$ cat config.mk
export PLATFORM = sky130hd
export DESIGN_NAME = sram_host
export DESIGN_NICKNAME = d
export VERILOG_FILES = /design/src/core/sram_host_pkg.sv /design/src/core/sram_host.sv /design/src/core/cycle_timer.sv
export VERILOG_INCLUDE_DIRS = /design/src /design/src/core
export SDC_FILE = /design/constraint.sdc
export NUM_CORES = 1
export LEC_CHECK = 0
export BUFFER_PORTS_ARGS = -buffer_cell sky130_fd_sc_hd__buf_4
export CAP_MARGIN = 20
export CORE_ASPECT_RATIO = 1.1
export CORE_MARGIN = 8
export CORE_UTILIZATION = 35
export DETAILED_ROUTE_END_ITERATION = 16
export PLACE_DENSITY_LB_ADDON = 0.15
export SLEW_MARGIN = 20
export SYNTH_ARGS = -nofsm -noshare
export SYNTH_HDL_FRONTEND = slang
export SYNTH_SLANG_ARGS = --single-unit
$ cat constraint.sdc
create_clock -name clk -period 3.3 [get_ports clk]
set_clock_uncertainty 0.15 [all_clocks]
set_input_delay 0.165 -clock clk [delete_from_list [all_inputs] [get_ports clk]]
set_output_delay 0.165 -clock clk [all_outputs]
set_load 0.02 [all_outputs]
$ cat src/core/sram_host_cfg.svh
`ifndef SRAM_HOST_CFG_SVH
`define SRAM_HOST_CFG_SVH

// ==========================================================
// geometry
`define SRAM_ADDR_W 19
`define SRAM_DATA_W 8
`define SRAM_WORDS 524288

// ==========================================================
// clock
`define SRAM_CLK_PERIOD_NS 40

// ==========================================================
// timing, fast grade, upper supply range (ns)
`define SRAM_CYCLE_FAST_NS 70
`define SRAM_CS_ACCESS_FAST_NS 70
`define SRAM_OE_ACCESS_FAST_NS 35
`define SRAM_WRITE_PULSE_FAST_NS 50
`define SRAM_SELECT_TO_END_FAST_NS 60
`define SRAM_RELEASE_FAST_NS 30

// ==========================================================
// timing, slow grade, upper supply range (ns)
`define SRAM_CYCLE_SLOW_NS 85
`define SRAM_CS_ACCESS_SLOW_NS 85
`define SRAM_OE_ACCESS_SLOW_NS 45
`define SRAM_WRITE_PULSE_SLOW_NS 55
`define SRAM_SELECT_TO_END_SLOW_NS 70
`define SRAM_RELEASE_SLOW_NS 35

// ==========================================================
// retention
`define SRAM_DESELECT_TO_RETENTION_NS 0

// ==========================================================
// least time in ns to whole clock cycles, at least one
`define SRAM_CYC_UP(ns) (((ns) + `SRAM_CLK_PERIOD_NS - 1) / \
  `SRAM_CLK_PERIOD_NS > 0 ? ((ns) + `SRAM_CLK_PERIOD_NS - 1) / \
  `SRAM_CLK_PERIOD_NS : 1)

// ==========================================================
// timer width
`define SRAM_TIMER_W 4

`endif

$ cat src/core/sram_host_pkg.sv
package sram_host_pkg;

  typedef enum logic {
    grade_fast,
    grade_slow
  } grade_t;

  typedef enum logic [2:0] {
    st_idle,
    st_read,
    st_write,
    st_recover,
    st_retain,
    st_wake
  } state_t;

endpackage

$ cat src/core/sram_host.sv
// Behaviour
// - strobe stays high through every read
// - never drive while memory may drive
// - every cycle lasts the least cycle time
// - strobe held low the least pulse width
// - select held low before write end
// - retention entered by raising select, no delay
`include "sram_host_cfg.svh"
`timescale 1ns/1ps
`default_nettype none

module sram_host #(
  parameter sram_host_pkg::grade_t GRADE = sram_host_pkg::grade_fast,
  parameter int ADDR_W = `SRAM_ADDR_W,
  parameter int DATA_W = `SRAM_DATA_W
) (
  input wire logic clk,
  input wire logic nrst,
  // user side
  input wire logic req_valid,
  input wire logic req_write,
  input wire logic [ADDR_W-1:0] req_addr,
  input wire logic [DATA_W-1:0] req_wdata,
  output logic req_ready,
  output logic rsp_valid,
  output logic [DATA_W-1:0] rsp_rdata,
  input wire logic retain_req,
  output logic retain_active,
  // memory pins
  output logic [ADDR_W-1:0] word_address,
  output logic chip_select_n,
  output logic output_enable_n,
  output logic write_strobe_n,
  input wire logic [DATA_W-1:0] data_port_in,
  output logic [DATA_W-1:0] data_port_out,
  output logic data_port_oe
);
  import sram_host_pkg::*;

  // ==========================================================
  // timing in cycles
  localparam int TW = `SRAM_TIMER_W;
  localparam bit FAST = (GRADE == grade_fast);
  localparam int CYCLE_NS = FAST ? `SRAM_CYCLE_FAST_NS :
    `SRAM_CYCLE_SLOW_NS;
  localparam int CS_ACC_NS = FAST ? `SRAM_CS_ACCESS_FAST_NS :
    `SRAM_CS_ACCESS_SLOW_NS;
  localparam int OE_ACC_NS = FAST ? `SRAM_OE_ACCESS_FAST_NS :
    `SRAM_OE_ACCESS_SLOW_NS;
  localparam int WP_NS = FAST ? `SRAM_WRITE_PULSE_FAST_NS :
    `SRAM_WRITE_PULSE_SLOW_NS;
  localparam int CW_NS = FAST ? `SRAM_SELECT_TO_END_FAST_NS :
    `SRAM_SELECT_TO_END_SLOW_NS;
  localparam int REL_NS = FAST ? `SRAM_RELEASE_FAST_NS :
    `SRAM_RELEASE_SLOW_NS;

  localparam int CYCLE_CYC = `SRAM_CYC_UP(CYCLE_NS);
  localparam int CS_ACC_CYC = `SRAM_CYC_UP(CS_ACC_NS);
  localparam int OE_ACC_CYC = `SRAM_CYC_UP(OE_ACC_NS);
  localparam int WP_CYC = `SRAM_CYC_UP(WP_NS);
  localparam int CW_CYC = `SRAM_CYC_UP(CW_NS);
  localparam int REL_CYC = `SRAM_CYC_UP(REL_NS);
  localparam int RETAIN_CYC = `SRAM_CYC_UP(`SRAM_DESELECT_TO_RETENTION_NS);

  // select and enable fall together, so the longer access rules
  localparam int ACC_CYC = CS_ACC_CYC > OE_ACC_CYC ? CS_ACC_CYC :
    OE_ACC_CYC;
  localparam int RD_CYC = ACC_CYC > CYCLE_CYC ? ACC_CYC : CYCLE_CYC;
  localparam int WPW_CYC = WP_CYC > CW_CYC ? WP_CYC : CW_CYC;
  localparam int WR_CYC = WPW_CYC > CYCLE_CYC ? WPW_CYC : CYCLE_CYC;

  localparam logic [TW-1:0] RD_LOAD = TW'(RD_CYC - 1);
  localparam logic [TW-1:0] WR_LOAD = TW'(WR_CYC - 1);
  localparam logic [TW-1:0] REL_LOAD = TW'(REL_CYC - 1);
  localparam logic [TW-1:0] WAKE_LOAD = TW'(CYCLE_CYC - 1);
  localparam logic [TW-1:0] RETAIN_LOAD = TW'(RETAIN_CYC - 1);

  // ==========================================================
  // state and decode
  state_t state;
  state_t next_state;
  logic timer_done;
  logic timer_load;
  logic [TW-1:0] timer_value;

  wire accept = req_valid && req_ready;
  wire start_read = accept && !req_write;
  wire start_write = accept && req_write;
  wire enter_retain = (state == st_idle) && retain_req && !req_valid;
  wire read_end = (state == st_read) && timer_done;
  wire write_end = (state == st_write) && timer_done;
  wire recover_end = (state == st_recover) && timer_done;
  wire wake_end = (state == st_wake) && timer_done;
  wire leave_retain = (state == st_retain) && !retain_req;

  // ==========================================================
  // next state
  always_comb begin
    next_state = state;
    unique case (state)
      st_idle: begin
        if (start_read) begin
          next_state = st_read;
        end else if (start_write) begin
          next_state = st_write;
        end else if (enter_retain) begin
          next_state = st_retain;
        end
      end
      st_read: begin
        if (read_end) begin
          next_state = st_recover;
        end
      end
      st_write: begin
        if (write_end) begin
          next_state = st_recover;
        end
      end
      st_recover: begin
        if (recover_end) begin
          next_state = st_idle;
        end
      end
      st_retain: begin
        if (leave_retain) begin
          next_state = st_wake;
        end
      end
      st_wake: begin
        if (wake_end) begin
          next_state = st_idle;
        end
      end
      // two spare codes; fall back to idle, pins go released
      default: begin
        next_state = st_idle;
      end
    endcase
  end

  // ==========================================================
  // timer loads: every phase lasts its full count
  assign timer_load = start_read || start_write || read_end ||
    write_end || enter_retain || leave_retain;
  assign timer_value = start_read ? RD_LOAD :
    start_write ? WR_LOAD :
    leave_retain ? WAKE_LOAD :
    enter_retain ? RETAIN_LOAD :
    REL_LOAD;

  cycle_timer #(
    .W(TW)
  ) u_timer (
    .clk(clk),
    .nrst(nrst),
    .load(timer_load),
    .value(timer_value),
    .done(timer_done)
  );

  // ==========================================================
  // pin values
  // in every write, select and strobe move on the same edge, so the
  // memory never sees a selected read around a write
  wire next_cs_n = !(start_read || start_write ||
    ((state == st_read || state == st_write) && !timer_done));
  wire next_oe_n = !(start_read ||
    ((state == st_read) && !timer_done));
  wire next_we_n = !(start_write ||
    ((state == st_write) && !timer_done));
  wire next_drive = start_write ||
    ((state == st_write) && !timer_done);
  wire next_ready = (next_state == st_idle) && !retain_req;

  always_ff @(posedge clk or negedge nrst) begin
    if (!nrst) begin
      state <= st_idle;
      chip_select_n <= 1'b1;
      output_enable_n <= 1'b1;
      write_strobe_n <= 1'b1;
      data_port_oe <= 1'b0;
    end else begin
      state <= next_state;
      chip_select_n <= next_cs_n;
      output_enable_n <= next_oe_n;
      write_strobe_n <= next_we_n;
      data_port_oe <= next_drive;
    end
  end

  // address and data held for the whole access
  always_ff @(posedge clk or negedge nrst) begin
    if (!nrst) begin
      word_address <= '0;
      data_port_out <= '0;
    end else if (accept) begin
      word_address <= req_addr;
      data_port_out <= req_wdata;
    end
  end

  // ==========================================================
  // user handshake
  always_ff @(posedge clk or negedge nrst) begin
    if (!nrst) begin
      req_ready <= 1'b0;
      rsp_valid <= 1'b0;
      rsp_rdata <= '0;
      retain_active <= 1'b0;
    end else begin
      req_ready <= next_ready;
      rsp_valid <= read_end;
      retain_active <= (next_state == st_retain);
      if (read_end) begin
        rsp_rdata <= data_port_in;
      end
    end
  end

endmodule // sram_host

`default_nettype wire

$ cat src/core/cycle_timer.sv
`timescale 1ns/1ps
`default_nettype none

// ==========================================================
// down counter; done while it rests at zero
module cycle_timer #(
  parameter int W = 4
) (
  input wire logic clk,
  input wire logic nrst,
  input wire logic load,
  input wire logic [W-1:0] value,
  output logic done
);

  logic [W-1:0] count;

  assign done = (count == '0);

  always_ff @(posedge clk or negedge nrst) begin
    if (!nrst) begin
      count <= '0;
    end else if (load) begin
      count <= value;
    end else if (!done) begin
      count <= count - 1'b1;
    end
  end

endmodule // cycle_timer

`default_nettype wire

==> impl_table.tex <==
\begin{tabular}{lr}
\hline
Metric & Value \\
\hline
\multicolumn{2}{l}{\textbf{Status}} \\
\quad Status & completed \\
\multicolumn{2}{l}{\textbf{Power and ir drop}} \\
\quad Peak supply drop & 0.000499 V \\
\quad Power per Cell Area & 885 nW/µm² \\
\quad Leakage & 1.60 nW \\
\multicolumn{2}{l}{\textbf{Timing}} \\
\quad Worst slew margin relative to its limit & 0.357 \\
\quad Post-layout min period & 1.97 ns \\
\quad Post-route clock period utilization & 0.598 \\
\quad Post-route setup TNS & 0 ns \\
\quad Least-Margin Pin Slew & 0.962 ns \\
\quad Final setup viols & 0 \\
\quad RSZ-0062 raised after global routing & false \\
\quad Top achievable clock speed & 0.506 GHz \\
\quad Final count of pins violating max slew & 0 \\
\quad Total count of hold-check failures in the final report & 0 \\
\multicolumn{2}{l}{\textbf{Worst setup path}} \\
\quad Reg2reg setup slack & 1.33 ns \\
\quad Crit Path Max Fanout & 6 \\
\quad Worst setup EP type & flop \\
\quad Max stage delay cell, worst path & sky130\_fd\_sc\_hd\_\_or3b\_1 \\
\quad Startpoint of the worst-slack reg-to-reg timing path & u\_timer.count[0] \\
\quad CP required & 3.34 ns \\
\quad Kind of cell adding the most delay to the critical path & simple AND/OR/NAND/NOR gates \\
\quad CP bufs+invs & 1 \\
\quad Delay of the slowest cell on the worst path & 0.52 ns \\
\quad Critical path data arrival time & 2.01 ns \\
\quad CP Cell Sequence & inv\_1 -> ha\_1 -> or3b\_1 -> a21oi\_2 -> o211ai\_1 -> and2\_1 \\
\quad Critical Path Start Type & flop \\
\quad Worst-case reg-to-reg path depth & 6 \\
\quad Reg2Reg Capture Point & retain\_active \\
\quad Category of the critical setup timing path & flop to flop \\
\multicolumn{2}{l}{\textbf{Synthesis}} \\
\quad Number of synthesized register bits & 49 \\
\quad Proportion of synthesized chip area in sequential cells & 0.603 \\
\quad Cells after synthesis & 202 \\
\quad Leading post-synthesis cells by cell area & sky130\_fd\_sc\_hd\_\_dfrtp\_1 (56\%), sky130\_fd\_sc\_hd\_\_nand2\_1 (16\%), sky130\_fd\_sc\_hd\_\_mux2\_2 (4.4\%) \\
\quad Cell type with the largest total area after synthesis & sky130\_fd\_sc\_hd\_\_dfrtp\_1 \\
\quad Synth Cell Area & 2040 µm² \\
\quad Post-synthesis cell type count & 36 \\
\quad Top flip-flop cell by instance count after synthesis & sky130\_fd\_sc\_hd\_\_dfrtp\_1 \\
\quad Number of nets produced by synthesis & 243 \\
\quad Share of async-settable or async-resettable flops after synthesis & 1.00 \\
\quad Count of flip-flops with a built-in enable after synthesis & 0 \\
\quad Post-Synthesis Mean Instance Area & 10.1 µm² \\
\quad Share of Yosys cell area claimed by the top area cell type & 0.565 \\
\quad Number of warnings reported in the yosys synthesis log & 0 \\
\multicolumn{2}{l}{\textbf{Layout}} \\
\quad Fill cell count & 518 \\
\quad Area growth from synthesis to layout & 54.8\% \\
\quad Share of final-layout standard cells stronger than drive strength 1 & 0.331 \\
\quad Net count of the finished layout & 360 \\
\quad Number of inserted diodes & 0 \\
\quad Post-layout instance area & 3150 µm² \\
\multicolumn{2}{l}{\textbf{Detailed routing}} \\
\quad DR vias & 1760 \\
\quad Number of DRC markers in iteration 0 & 91 \\
\quad Count of antenna-violating nets left after detailed routing & 0 \\
\quad Average vias per placed instance & 4.43 \\
\quad Residual DRC count & 0 \\
\quad Routed wire length & 5.26 mm \\
\quad WL per Instance & 13.2 µm \\
\quad DRT Pass-1 Iters & 3 \\
\multicolumn{2}{l}{\textbf{Hold path}} \\
\quad Origin of the worst min-delay path & retain\_req \\
\quad Worst min-delay path endpoint & req\_ready \\
\quad Hold Path Class & input pin to flop \\
\quad Hold Crit Depth & 3 \\
\multicolumn{2}{l}{\textbf{Floorplanning}} \\
\quad Effective utilization at floorplan & 0.358 \\
\quad Floorplan die height & 96.0 µm \\
\quad FP Rows & 29 \\
\quad Die area & 8520 µm² \\
\quad Placeable Area & 5700 µm² \\
\quad Total I/O pin count & 82 \\
\quad Die Wd & 88.8 µm \\
\multicolumn{2}{l}{\textbf{Global route}} \\
\quad Pin count of the biggest net entering global routing & 50 \\
\quad First-pass GRT wire length & 8.38 mm \\
\quad Initial antenna violation count & 0 \\
\quad Remaining global-route overflow & 0 \\
\quad Total track usage & 0.127 \\
\quad Number of global-route vias before repair & 1782 \\
\multicolumn{2}{l}{\textbf{Clock network}} \\
\quad Skew-Pair Late Insertion Delay & 0.29 ns \\
\quad Clock Root Buffer & sky130\_fd\_sc\_hd\_\_clkbuf\_8 \\
\quad CTS tree & built \\
\quad Clock Path Buffers & 2 \\
\quad Resize count post-CTS & 0 \\
\quad CTS Buf Count & 5 \\
\quad H-tree levels & 2 \\
\quad Clock-pin slew of the registers on the worst-case setup and hold paths & 0.08 ns \\
\quad Total clock sinks & 49 \\
\multicolumn{2}{l}{\textbf{Placement}} \\
\quad Post-Place Cell Area & 2700 µm² \\
\quad Number of input and output port buffers inserted & 81 \\
\quad Routability congestion estimate from global placement & 0.738 \\
\quad Post-detail-place hpwl & 3.51 mm \\
\multicolumn{2}{l}{\textbf{Flow run}} \\
\quad \# Max-Cap Violations & 0 \\
\hline
\end{tabular}
-- per-stage QoR --
stage          utilization  hold WS (ns)  power [mW]  setup WS, ns  instances
3_3_place_gp         0.474        0.0795        2.43          1.37        352
2_1_floorplan            -        -0.281        1.92          1.49        202
3_5_place_dp         0.474        0.0839        2.45          1.34        352
5_1_grt              0.554        0.0472        3.00          1.18        397
6_report             0.554        0.0626        2.79          1.33        397
4_1_cts              0.554        0.0434        2.84          1.33        397
-- worst min-delay path, cell delays in order --
cell                      delay, ns
sky130_fd_sc_hd__buf_4         0.11
sky130_fd_sc_hd__a31oi_1       0.04
sky130_fd_sc_hd__and3b_1       0.16
-- registers in the layout, indices dropped and copies added (netlist names) --
| name | flops |
|---|---|
| req_ready | 1 |
| rsp_rdata | 8 |
| rsp_valid | 1 |
| data_port_out | 8 |
| retain_active | 1 |
| word_address | 19 |
| output_enable_n | 1 |
| u_timer.count | 4 |
| data_port_oe | 1 |
| chip_select_n | 1 |
| state | 3 |
| write_strobe_n | 1 |
-- how the worst max path moves through the flow --
stage,from,end,slack (ns),cells after the start
after floorplan,u_timer.count[0],u_timer.count[1],1.49,6
after global placement,u_timer.count[0],u_timer.count[1],1.37,5
after detailed placement,u_timer.count[0],u_timer.count[0],1.34,5
after CTS,u_timer.count[0],u_timer.count[0],1.33,5
after global routing,u_timer.count[0],req_ready,1.18,6
final,u_timer.count[0],retain_active,1.33,6
-- power by group --
group | switching [mW] | leakage, nW | total [mW] | internal, mW
logic | 0.770 | 0.951 | 1.39 | 0.621
registers | 0.177 | 0.607 | 1.06 | 0.887
clock network | 0.187 | 0.0385 | 0.337 | 0.150
total | 1.13 | 1.60 | 2.79 | 1.66
-- synth_stat cells, drive strengths merged, types with 3 or more instances --
library cell	count
buf	7
inv	7
nor2	6
nor3	3
mux2	8
dfstp	3
a31oi	3
dfrtp	46
a21oi	4
nand2	87
o21ai	4
-- placed cells by master, fill, tap and decap left out, types with 2 or more instances in the layout --
master                          instances
sky130_fd_sc_hd__clkbuf_8               5
sky130_fd_sc_hd__nor2_1                 6
sky130_fd_sc_hd__dfstp_2                3
sky130_fd_sc_hd__dlygate4sd3_1         37
sky130_fd_sc_hd__o21ai_2                2
sky130_fd_sc_hd__inv_1                  7
sky130_fd_sc_hd__nand2_1               86
sky130_fd_sc_hd__nand3b_1               2
sky130_fd_sc_hd__and2_1                 2
sky130_fd_sc_hd__a211oi_1               2
sky130_fd_sc_hd__nor3b_1                2
sky130_fd_sc_hd__nor3_1                 3
sky130_fd_sc_hd__dfrtp_1               46
sky130_fd_sc_hd__buf_4                 82
sky130_fd_sc_hd__mux2_2                 8
sky130_fd_sc_hd__o21ai_0                2
sky130_fd_sc_hd__a21oi_1                3
sky130_fd_sc_hd__xnor2_1                2
sky130_fd_sc_hd__a31oi_1                2
sky130_fd_sc_hd__clkbuf_1               2
-- per-layer routing --
layer,GRT usage,wire (µm),vias to the layer above
li1,-,-,881
met1,0.146,2220,828
met2,0.218,2600,46
met3,0.0376,373,5
met4,0.0423,63,0
met5,0,0,-
-- kinds of logic (layout without fill, tap and decap cells) --
kind of cell | Yosys count | count (layout) | synth area share
AOI/OAI and AO/OA | 18 | 18 | 0.0737
muxes | 8 | 8 | 0.0442
xor gates and xnor gates | 2 | 2 | 0.00860
adders and majority gates | 1 | 1 | 0.00614
DFF | 49 | 49 | 0.603
buffers and inverters | 16 | 134 | 0.0374
and+or+nand+nor | 108 | 108 | 0.227
-- timing repair --
action / CTS / global route
buffers inserted: 0 / 0
hold buffers: 37 / 0
hold endpoints to repair: 84 / 0
-- cell type report --
type	instances	area [µm²]	share of cell area
Tap cell	77	96.3	0.0305
Multi-Input combinational cell	137	732	0.232
Inverter	7	26.3	0.00833
Timing Repair Buffer	119	986	0.313
Clock inverter	1	7.51	0.00238
Sequential cell	49	1230	0.390
Clock buffer	7	76.3	0.0242
Note: power is estimated with default switching activity, not from simulation.
